[src/core/bgsc_defines.svh]
// Constants of the smart battery command block: command codes, flash map, status bits.
// Assumes inclusion by bare name from core files; definitions only.
//
// Contract
// - Manufacturer name block: length plus 11 chars
// - Command 0x21 returns name from 0x1A-0x21
// - Command 0x22 returns chemistry from 0x22-0x26
// - Chemistry string never steers gauging logic
// - Command 0x23 returns twelve bytes: nine config, front-end status, pending end voltage
// - Word 0x2F: status low, pack config high
// - Status bit order, bit 3 zero
// - Front-end check fail bit shows check result
// - End-voltage-low bit set at or below threshold
// - Sealed bit follows seal state
// - Discharge-qualified bit shows valid discharge cycle
// - Safety-latched bit sticks until reset
// - Secondary over fault bit is live
// - Secondary under fault bit is live
// - Commands 0x3C-0x3F return cell millivolts
// - Flash read at reset, rewritten storing history
// - Command 0x52 returns addressed flash byte
// - Command 0x50 writes high byte at low address
`ifndef BGSC_DEFINES_SVH
`define BGSC_DEFINES_SVH

`define BGSC_CMD_MFR_NAME 8'h20
`define BGSC_CMD_DEV_NAME 8'h21
`define BGSC_CMD_CHEM 8'h22
`define BGSC_CMD_MFR_DATA 8'h23
`define BGSC_CMD_PACK_STATUS 8'h2F
`define BGSC_CMD_CELL_BASE 8'h3C
`define BGSC_CMD_FLASH_WRITE 8'h50
`define BGSC_CMD_FLASH_ADDR 8'h51
`define BGSC_CMD_FLASH_READ 8'h52

`define BGSC_DF_MFR_NAME 8'h0E
`define BGSC_DF_DEV_NAME 8'h1A
`define BGSC_DF_CHEM 8'h22
`define BGSC_DF_MFR_DATA 8'h28
`define BGSC_DF_PACK_CFG 8'h28
`define BGSC_DF_HISTORY 8'h0C

`define BGSC_MAX_MFR_NAME 4'hB
`define BGSC_MAX_DEV_NAME 4'h7
`define BGSC_MAX_CHEM 4'h4
`define BGSC_MFR_DATA_LEN 4'hC
`define BGSC_MFR_DATA_DF_LEN 4'h9

`define BGSC_ST_FE_FAIL 7
`define BGSC_ST_EDV_LOW 6
`define BGSC_ST_SEALED 5
`define BGSC_ST_DQ 4
`define BGSC_ST_ZERO 3
`define BGSC_ST_SAFETY 2
`define BGSC_ST_SOVER 1
`define BGSC_ST_SUNDER 0

`define BGSC_FLASH_DEPTH 256
`define BGSC_LOAD_CYCLES_NS 12800
`define BGSC_CLOCK_NS 50
`define BGSC_LOAD_CYCLES ((`BGSC_LOAD_CYCLES_NS + `BGSC_CLOCK_NS - 1) / `BGSC_CLOCK_NS)

`endif

[src/core/bgsc_pkg.sv]
// Types shared by the smart battery command block.
// Assumes nothing beyond a SystemVerilog compiler.
package bgsc_pkg;
  typedef enum logic [1:0] {
    BGSC_KIND_NONE,
    BGSC_KIND_WORD,
    BGSC_KIND_BLOCK
  } bgsc_kind_t;

  typedef enum logic [1:0] {
    BGSC_LOAD_RUN,
    BGSC_LOAD_WAIT,
    BGSC_LOAD_IDLE
  } bgsc_load_t;
endpackage

[src/core/bgsc_flash.sv]
// Configuration flash array, one read port and one write port.
// Assumes writes and reads come from the same clock; reads take one cycle.
`timescale 1ns/1ns
`default_nettype none
module bgsc_flash #(
  parameter int DEPTH = 256
) (
  input wire logic clock,
  input wire logic clockEnable,
  input wire logic writeEnable,
  input wire logic [7:0] writeAddr,
  input wire logic [7:0] writeData,
  input wire logic [7:0] readAddr,
  output logic [7:0] readData
);
  logic [7:0] cells [DEPTH];

  always_ff @(posedge clock) begin
    if (clockEnable && writeEnable) begin
      cells[writeAddr] <= writeData;
    end
  end

  always_ff @(posedge clock) begin
    if (clockEnable) begin
      readData <= cells[readAddr];
    end
  end
endmodule // bgsc_flash
`default_nettype wire

[src/core/bgsc_sync.sv]
// Two-stage synchroniser for a group of level inputs from outside the clock domain.
// Assumes the inputs are quasi-static levels.
`timescale 1ns/1ns
`default_nettype none
module bgsc_sync #(
  parameter int WIDTH = 8
) (
  input wire logic clock,
  input wire logic rst,
  input wire logic clockEnable,
  input wire logic [WIDTH-1:0] asyncIn,
  output logic [WIDTH-1:0] syncOut
);
  logic [WIDTH-1:0] stage1;

  always_ff @(posedge clock) begin
    if (rst) begin
      stage1 <= '0;
      syncOut <= '0;
    end else if (clockEnable) begin
      stage1 <= asyncIn;
      syncOut <= stage1;
    end
  end
endmodule // bgsc_sync
`default_nettype wire

[src/core/bgsc_cmd.sv]
// Smart battery command interpreter: decodes commands from the bus slave engine,
// serves words and blocks, and gives indirect access to the configuration flash.
// Assumes an SMBus protocol engine on the same clock presents decoded commands
// and pulls answer bytes one at a time; fault and measurement inputs are pins.
`timescale 1ns/1ns
`default_nettype none
`include "bgsc_defines.svh"
module bgsc_cmd #(
  parameter int FLASH_DEPTH = `BGSC_FLASH_DEPTH,
  parameter int LOAD_CYCLES = `BGSC_LOAD_CYCLES
) (
  input wire logic clock,
  input wire logic rst,
  input wire logic clockEnable,
  input wire logic cmdValid,
  input wire logic cmdWrite,
  input wire logic [7:0] cmdCode,
  input wire logic [15:0] cmdData,
  input wire logic byteReq,
  input wire logic frontEndCheckFail,
  input wire logic endVoltageLow,
  input wire logic sealed,
  input wire logic dischargeQualified,
  input wire logic safetyTrip,
  input wire logic secondaryOverFault,
  input wire logic secondaryUnderFault,
  input wire logic [7:0] frontEndStatus,
  input wire logic [15:0] pendingEndVoltage,
  input wire logic [63:0] cellVoltageReads,
  input wire logic historyStore,
  input wire logic [15:0] historyData,
  output logic cmdAccepted,
  output logic cmdRejected,
  output logic byteValid,
  output logic [7:0] byteData,
  output logic blockDone,
  output logic [7:0] packStatusFlags,
  output logic loadDone
);
  // ---------------------------------------------------------------
  // Input synchronisers
  // ---------------------------------------------------------------
  logic [7:0] syncStatus;
  bgsc_sync #(.WIDTH(8)) statusSync (
    .clock(clock),
    .rst(rst),
    .clockEnable(clockEnable),
    .asyncIn({frontEndCheckFail, endVoltageLow, sealed, dischargeQualified, 1'b0,
      safetyTrip, secondaryOverFault, secondaryUnderFault}),
    .syncOut(syncStatus)
  );

  // ---------------------------------------------------------------
  // Pack status flags
  // ---------------------------------------------------------------
  logic safetyLatch;
  always_ff @(posedge clock) begin
    if (rst) begin
      safetyLatch <= 1'b0;
    end else if (clockEnable && syncStatus[`BGSC_ST_SAFETY]) begin
      safetyLatch <= 1'b1;
    end
  end

  always_ff @(posedge clock) begin
    if (rst) begin
      packStatusFlags <= 8'h00;
    end else if (clockEnable) begin
      packStatusFlags[`BGSC_ST_FE_FAIL] <= syncStatus[`BGSC_ST_FE_FAIL];
      packStatusFlags[`BGSC_ST_EDV_LOW] <= syncStatus[`BGSC_ST_EDV_LOW];
      packStatusFlags[`BGSC_ST_SEALED] <= syncStatus[`BGSC_ST_SEALED];
      packStatusFlags[`BGSC_ST_DQ] <= syncStatus[`BGSC_ST_DQ];
      packStatusFlags[`BGSC_ST_ZERO] <= 1'b0;
      packStatusFlags[`BGSC_ST_SAFETY] <= safetyLatch | syncStatus[`BGSC_ST_SAFETY];
      packStatusFlags[`BGSC_ST_SOVER] <= syncStatus[`BGSC_ST_SOVER];
      packStatusFlags[`BGSC_ST_SUNDER] <= syncStatus[`BGSC_ST_SUNDER];
    end
  end

  // ---------------------------------------------------------------
  // Flash and its reset-time load
  // ---------------------------------------------------------------
  logic flashWe;
  logic [7:0] flashWa;
  logic [7:0] flashWd;
  logic [7:0] flashRa;
  logic [7:0] flashRd;
  bgsc_flash #(.DEPTH(FLASH_DEPTH)) flash (
    .clock(clock),
    .clockEnable(clockEnable),
    .writeEnable(flashWe),
    .writeAddr(flashWa),
    .writeData(flashWd),
    .readAddr(flashRa),
    .readData(flashRd)
  );

  // Pack configuration is shadowed once after reset, so the word answer needs
  // no flash cycle; a later write to its location updates the shadow too.
  bgsc_pkg::bgsc_load_t loadState;
  logic [15:0] loadCount;
  logic [7:0] packConfig;
  always_ff @(posedge clock) begin
    if (rst) begin
      loadState <= bgsc_pkg::BGSC_LOAD_RUN;
      loadCount <= 16'h0000;
      loadDone <= 1'b0;
    end else if (clockEnable) begin
      case (loadState)
        bgsc_pkg::BGSC_LOAD_RUN: begin
          if (loadCount >= 16'(LOAD_CYCLES)) begin
            loadState <= bgsc_pkg::BGSC_LOAD_WAIT;
          end else begin
            loadCount <= loadCount + 16'h0001;
          end
        end
        bgsc_pkg::BGSC_LOAD_WAIT: begin
          loadState <= bgsc_pkg::BGSC_LOAD_IDLE;
          loadDone <= 1'b1;
        end
        bgsc_pkg::BGSC_LOAD_IDLE: loadState <= bgsc_pkg::BGSC_LOAD_IDLE;
        default: loadState <= bgsc_pkg::BGSC_LOAD_RUN;
      endcase
    end
  end

  always_ff @(posedge clock) begin
    if (rst) begin
      packConfig <= 8'h00;
    end else if (clockEnable) begin
      if (loadState == bgsc_pkg::BGSC_LOAD_WAIT) begin
        packConfig <= flashRd;
      end else if (flashWe && flashWa == `BGSC_DF_PACK_CFG) begin
        packConfig <= flashWd;
      end
    end
  end

  // ---------------------------------------------------------------
  // Command decode
  // ---------------------------------------------------------------
  bgsc_pkg::bgsc_kind_t kind;
  logic [7:0] code;
  logic [7:0] flashAddr;
  logic [3:0] index;
  logic [3:0] length;
  logic [15:0] word;
  logic histPhase;
  logic histPend;
  logic cmdOk;

  always_comb begin
    cmdOk = 1'b0;
    if (cmdWrite) begin
      cmdOk = (cmdCode == `BGSC_CMD_FLASH_WRITE) || (cmdCode == `BGSC_CMD_FLASH_ADDR);
    end else begin
      cmdOk = (cmdCode >= `BGSC_CMD_MFR_NAME && cmdCode <= `BGSC_CMD_MFR_DATA)
        || cmdCode == `BGSC_CMD_PACK_STATUS || cmdCode == `BGSC_CMD_FLASH_READ
        || (cmdCode >= `BGSC_CMD_CELL_BASE && cmdCode <= 8'h3F);
    end
  end

  // Host writes and history stores share the one write port; the host wins and
  // the history store waits a cycle.
  always_ff @(posedge clock) begin
    if (rst) begin
      flashWe <= 1'b0;
      flashWa <= 8'h00;
      flashWd <= 8'h00;
      histPhase <= 1'b0;
      histPend <= 1'b0;
    end else if (clockEnable) begin
      flashWe <= 1'b0;
      if (historyStore) begin
        histPend <= 1'b1;
      end
      if (cmdValid && cmdWrite && cmdCode == `BGSC_CMD_FLASH_WRITE && loadDone) begin
        flashWe <= 1'b1;
        flashWa <= cmdData[7:0];
        flashWd <= cmdData[15:8];
      end else if (histPend || histPhase) begin
        flashWe <= 1'b1;
        flashWa <= `BGSC_DF_HISTORY + {7'h00, histPhase};
        flashWd <= histPhase ? historyData[7:0] : historyData[15:8];
        histPhase <= ~histPhase;
        if (!histPhase && !historyStore) begin
          histPend <= 1'b0;
        end
      end
    end
  end

  always_ff @(posedge clock) begin
    if (rst) begin
      flashAddr <= 8'h00;
    end else if (clockEnable && cmdValid && cmdWrite && loadDone
        && cmdCode == `BGSC_CMD_FLASH_ADDR) begin
      flashAddr <= cmdData[7:0];
    end
  end

  always_ff @(posedge clock) begin
    if (rst) begin
      cmdAccepted <= 1'b0;
      cmdRejected <= 1'b0;
    end else if (clockEnable) begin
      cmdAccepted <= cmdValid && cmdOk && loadDone;
      cmdRejected <= cmdValid && !(cmdOk && loadDone);
    end
  end

  // ---------------------------------------------------------------
  // Answer sequencing
  // ---------------------------------------------------------------
  // A read being taken must already address its first byte: the flash answers
  // one cycle late, and the first byte is used on the very next edge.
  logic [7:0] readSel;
  logic [3:0] readIdx;
  always_comb begin
    readSel = code;
    readIdx = index;
    if (cmdValid && !cmdWrite && cmdOk && loadDone) begin
      readSel = cmdCode;
      readIdx = 4'h0;
    end
    flashRa = `BGSC_DF_PACK_CFG;
    if (loadDone) begin
      case (readSel)
        `BGSC_CMD_MFR_NAME: flashRa = `BGSC_DF_MFR_NAME + {4'h0, readIdx};
        `BGSC_CMD_DEV_NAME: flashRa = `BGSC_DF_DEV_NAME + {4'h0, readIdx};
        `BGSC_CMD_CHEM: flashRa = `BGSC_DF_CHEM + {4'h0, readIdx};
        `BGSC_CMD_MFR_DATA: flashRa = `BGSC_DF_MFR_DATA + {4'h0, readIdx} - 8'h01;
        default: flashRa = flashAddr;
      endcase
    end
  end

  logic fetchWait;
  always_ff @(posedge clock) begin
    if (rst) begin
      kind <= bgsc_pkg::BGSC_KIND_NONE;
      code <= 8'h00;
      index <= 4'h0;
      length <= 4'h0;
      word <= 16'h0000;
      byteValid <= 1'b0;
      byteData <= 8'h00;
      blockDone <= 1'b0;
      fetchWait <= 1'b0;
    end else if (clockEnable) begin
      byteValid <= 1'b0;
      blockDone <= 1'b0;
      if (cmdValid && !cmdWrite && cmdOk && loadDone) begin
        code <= cmdCode;
        index <= 4'h0;
        fetchWait <= 1'b1;
        if (cmdCode >= `BGSC_CMD_MFR_NAME && cmdCode <= `BGSC_CMD_MFR_DATA) begin
          kind <= bgsc_pkg::BGSC_KIND_BLOCK;
        end else begin
          kind <= bgsc_pkg::BGSC_KIND_WORD;
        end
      end else if (fetchWait) begin
        // One cycle for the flash read of the first byte
        fetchWait <= 1'b0;
        if (kind == bgsc_pkg::BGSC_KIND_WORD) begin
          if (code == `BGSC_CMD_PACK_STATUS) begin
            word <= {packConfig, packStatusFlags};
          end else if (code == `BGSC_CMD_FLASH_READ) begin
            word <= {8'h00, flashRd};
          end else begin
            word <= cellVoltageReads[16*(code[1:0])+:16];
          end
          index <= 4'h0;
        end else begin
          case (code)
            `BGSC_CMD_MFR_NAME: length <= (flashRd[3:0] > `BGSC_MAX_MFR_NAME || flashRd[7:4] != 4'h0)
              ? `BGSC_MAX_MFR_NAME : flashRd[3:0];
            `BGSC_CMD_DEV_NAME: length <= (flashRd[3:0] > `BGSC_MAX_DEV_NAME || flashRd[7:4] != 4'h0)
              ? `BGSC_MAX_DEV_NAME : flashRd[3:0];
            `BGSC_CMD_CHEM: length <= (flashRd[3:0] > `BGSC_MAX_CHEM || flashRd[7:4] != 4'h0)
              ? `BGSC_MAX_CHEM : flashRd[3:0];
            default: length <= `BGSC_MFR_DATA_LEN;
          endcase
        end
      end else if (byteReq && kind != bgsc_pkg::BGSC_KIND_NONE) begin
        byteValid <= 1'b1;
        if (kind == bgsc_pkg::BGSC_KIND_WORD) begin
          byteData <= index[0] ? word[15:8] : word[7:0];
          if (index[0]) begin
            kind <= bgsc_pkg::BGSC_KIND_NONE;
            blockDone <= 1'b1;
          end
          index <= index + 4'h1;
        end else begin
          if (index == 4'h0) begin
            byteData <= {4'h0, length};
          end else if (code == `BGSC_CMD_MFR_DATA && index > `BGSC_MFR_DATA_DF_LEN) begin
            case (index)
              4'hA: byteData <= frontEndStatus;
              4'hB: byteData <= pendingEndVoltage[7:0];
              default: byteData <= pendingEndVoltage[15:8];
            endcase
          end else begin
            byteData <= flashRd;
          end
          if (index == length) begin
            kind <= bgsc_pkg::BGSC_KIND_NONE;
            blockDone <= 1'b1;
          end
          index <= index + 4'h1;
        end
      end
    end
  end
  // Chemistry bytes only leave on the bus; nothing else reads them.
endmodule // bgsc_cmd
`default_nettype wire

[config.mk]
export PLATFORM = sky130hd
export DESIGN_NAME = bgsc_cmd
export DESIGN_NICKNAME = d
export VERILOG_FILES = /design/src/core/bgsc_pkg.sv /design/src/core/bgsc_flash.sv /design/src/core/bgsc_sync.sv /design/src/core/bgsc_cmd.sv
export VERILOG_INCLUDE_DIRS = /design/src /design/src/core
export SDC_FILE = /design/constraint.sdc
export NUM_CORES = 2
export LEC_CHECK = 0
export BUFFER_PORTS_ARGS = -buffer_cell sky130_fd_sc_hd__buf_2
export CORE_MARGIN = 2
export CORE_UTILIZATION = 55
export DETAILED_ROUTE_END_ITERATION = 6
export PLACE_DENSITY_LB_ADDON = 0.15
export SYNTH_ARGS = -nofsm -noshare
export SYNTH_HDL_FRONTEND = slang
export SYNTH_SLANG_ARGS = --single-unit
[constraint.sdc]
create_clock -name clock -period 4.6 [get_ports clock]
set_input_delay 0.46 -clock clock [delete_from_list [all_inputs] [get_ports clock]]
set_output_delay 0.46 -clock clock [all_outputs]
set_load 0.005 [all_outputs]
==> metrics <==
clock skew after layout 54.1 ps; Synth Area in Simple Gates a little over a tenth; Leak 35.7 nW; Distinct cells, synth 116; initial drt markers 9,789; CP endpoint kind flop; TritonCTS clock tree yes; GP Congestion between 0.9 and 1; Pre-antenna DRT Iters 7; clk slew on worst S/H paths 60 ps; top_reg_cell synth edfxtp_1; Tot GR Track Use 35.5%; worst slew pin tran approximately 1200 ps; DP HPWL 195 mm; Max Root-Sink Buffers 3; Yosys reg bits 2,179; Int Power 0.0317 W; die height 405 um; crit path DAT 5120 ps; RSZ-0062 raised after global routing false; post-layout minimum cycle time roughly 4500 ps; Fin Setup TNS 0 ps; row cnt 147; area delta synth->final 18.2%; Worst Hold Path Cells 4; fmax 222 MHz; Peak supply drop a little under 0.4 mV; share of cells above drive strength 1 22.1%; Final WS setup 103 ps; Syn Nets 6,104; number of vias per cell 6.52; worst min-delay path class in -> reg; synth top area cells edfxtp_1 70%, mux4_2 4.6%, nand2_1 3.9%; max cap viols 0; sequential cell area ~64,000 um2; area leader, netlist edfxtp_1; CP startpoint kind flop; Slew HR 21.7%; Reg2Reg Setup Slack 100 ps; initial antenna violation count 19; die area ~160,000 um2; Worst EP required around 5200 ps; most common cell in the netlist edfxtp_1; register area share after synthesis between 70% and 80%; post-synthesis mux area share 7.63%; synthesized area per cell 14.9 um2; final instance area 105,000 um2; final number of hold-violating endpoints 0; DP Worst Slack -1090 ps; CTS sink cnt 2,179; htree depth 4; drt wl/cell between 30 and 40 um; Synthesis Warnings 0; RR Startpoint loadDone; worst r2r path cells 17; Synth top area share 69.8%; adder-cell area share of the yosys netlist 0.198%; clock power share 44.5%; global route total overflow 0; largest family of logic cells by synthesized area simple AND/OR/NAND/NOR gates; Fill cells 11,200; footprint of the multi-input gates 22,500 um2; failing checks DRC; total CTS buffers ~220; Die W between 400 and 500 um; EDFF count, synth a little over 2,000; via count between 50,000 and 60,000; Syn Inst Count 5,948; post-synthesis async set-or-reset flop share 0%; sw frac 20.2%; FF-to-FF End flash.readData[7]; clk_lat worst skew between 800 and 900 ps; final WL 292 mm; vias in the first global route 55,900; combinational share of power between 1 and 1.5%; hold endpoint code[6]; Core ar. roughly 160,000 um2; Post-Syn Area 88,500 um2; switching power 0.00805 W; xor and xnor area share after synthesis less than 1%; Initial Util 55.2%; nets@finish 6,878; complex-gate fraction of the synthesized area under 10%; Seq pwr share 54.4%; DRC 20; Detail Route Antenna Nets 0; final worst path period share 97.8%; CP Class reg -> reg; Final Setup Violations 0; first-pass GRT wire length 411 mm; CTS root buffer clkbuf_16; min-delay src cmdCode[6]; Slew Limit Fails 0; largest net degree at the start of global routing 132; io pins 163; Post-synth top cells 2,056 x edfxtp_1, 930 x nand2_1, 483 x nor2_1; IO buf count around 160; pwr dens 381 nW/um2; maximum fanout along the worst path 13; status finished, violations left; Overall Power just under 0.04 W; Area after DPL between 90,000 and 100,000 um2
[sequential cells by signal, summed over array words and instances (netlist names), 2 cells and up]
| register | count |
|---|---|
| packStatusFlags | 7 |
| loadState | 2 |
| flashWd | 8 |
| flashWa | 8 |
| flash.readData | 8 |
| statusSync.stage1 | 7 |
| packConfig | 8 |
| statusSync.syncOut | 7 |
| byteData | 8 |
| length | 4 |
| flashAddr | 8 |
| index | 4 |
| loadCount | 16 |
| code | 8 |
| flash.cells | 2048 |
| word | 16 |
| kind | 2 |
[placed cells by master (no fill, tap or decap), types with 9 or more instances in the layout]
cell	count
a221o_1	20
nor3_1	25
bufinv_16	23
a22o_1	10
buf_2	161
clkbuf_16	216
dfxtp_1	114
dlygate4sd3_1	21
clkinv_2	37
a21oi_1	141
o21ai_0	100
buf_12	92
diode_2	11
nand2_1	928
o31ai_1	12
nand3_1	330
a22oi_1	34
mux2i_1	254
nor2_1	483
and3_1	43
a31oi_1	62
buf_4	667
o22ai_1	12
nand2b_1	9
o211ai_1	42
clkbuf_1	47
a211oi_1	62
mux2_2	12
edfxtp_1	2056
o2111ai_1	32
a221oi_1	80
mux4_2	181
nand4_1	144
inv_1	25
nor2b_1	39
clkinv_1	46
ha_1	13
a32oi_1	44
[metal layers]
metal / routed length [um] / track usage, %
met1: 109000 / 50.0
met2: 130000 / 52.6
met3: 38200 / 8.77
met4: 14900 / 16.4
met5: 115 / 0
[final cells by class]
cell class | instances | area share (%)
repair buffers | 945 | 7.57
flip-flops and latches | 2179 | 61.5
clock inverters | 130 | 1.35
diodes | 11 | 0.0263
clock buffers | 269 | 5.41
well taps | 2160 | 2.59
inverters | 26 | 0.0934
multi-input cells | 3354 | 21.5
[how the worst max path moves through the flow]
stage / startpoint / endpoint / slack (ps) / depth (start not counted)
6_report: loadDone / flash.readData[7] / 100 / 17
5_1_grt: code[2] / flash.readData[2] / 10 / 19
4_1_cts: code[2] / flash.readData[6] / 10 / 14
3_5_place_dp: cmdCode[7] / flash.readData[1] / -1090 / 21
3_3_place_gp: cmdCode[7] / flash.readData[1] / -990 / 21
2_1_floorplan: cmdCode[7] / flash.readData[7] / 210 / 18
[critical path: stages (launching register included)]
cell and delay, ps:
dfxtp_2 320, and3b_1 200, o21ai_2 110, nand2_1 120, buf_4 160, ha_1 260, a21boi_1 290, a2bb2oi_4 330
nor2_4 110, buf_12 210, nor2_4 140, buf_12 170, buf_4 250, a22oi_1 220, a31oi_2 340, nand4_1 140
o31a_1 380, or4_1 480
[through the flow]
step	hold slack (ps)	util, %	instances
final	44.7	65.2	9074
after global routing	45.5	65.2	9063
after CTS	0.657	65.1	9051
after detailed placement	446	60.5	8630
after global placement	441	60.5	8630
after floorplan	428	-	5948
[logic make-up after synthesis]
group | count (synthesis)
DFF | 2179
and+or+nand+nor | 2089
AOI/OAI and AO/OA | 793
muxes | 447
buffers and inverters | 415
adders and majority gates | 14
xor gates and xnor gates | 10
other | 1
[what timing repair did]
item | in CTS | in global routing
pin swaps | 4 | 4
cloned | 0 | 0
buffers inserted | 1 | 11
endpoints found under the hold margin | 29 | 0
gates resized for setup | 8 | 20
setup endpoints to repair | 5 | 8
hold buffers | 21 | 0
[power groups by stage]
stage / combinational, W / clock, W / sequential, W
2_1_floorplan: 0.000104 / 0 / 0.0222
3_3_place_gp: 0.000405 / 0 / 0.0221
3_5_place_dp: 0.000415 / 0 / 0.0221
4_1_cts: 0.000432 / 0.0177 / 0.0217
5_1_grt: 0.000463 / 0.0185 / 0.0217
6_report: 0.000440 / 0.0177 / 0.0217
No activity file was read; power rests on OpenSTA's default activity.
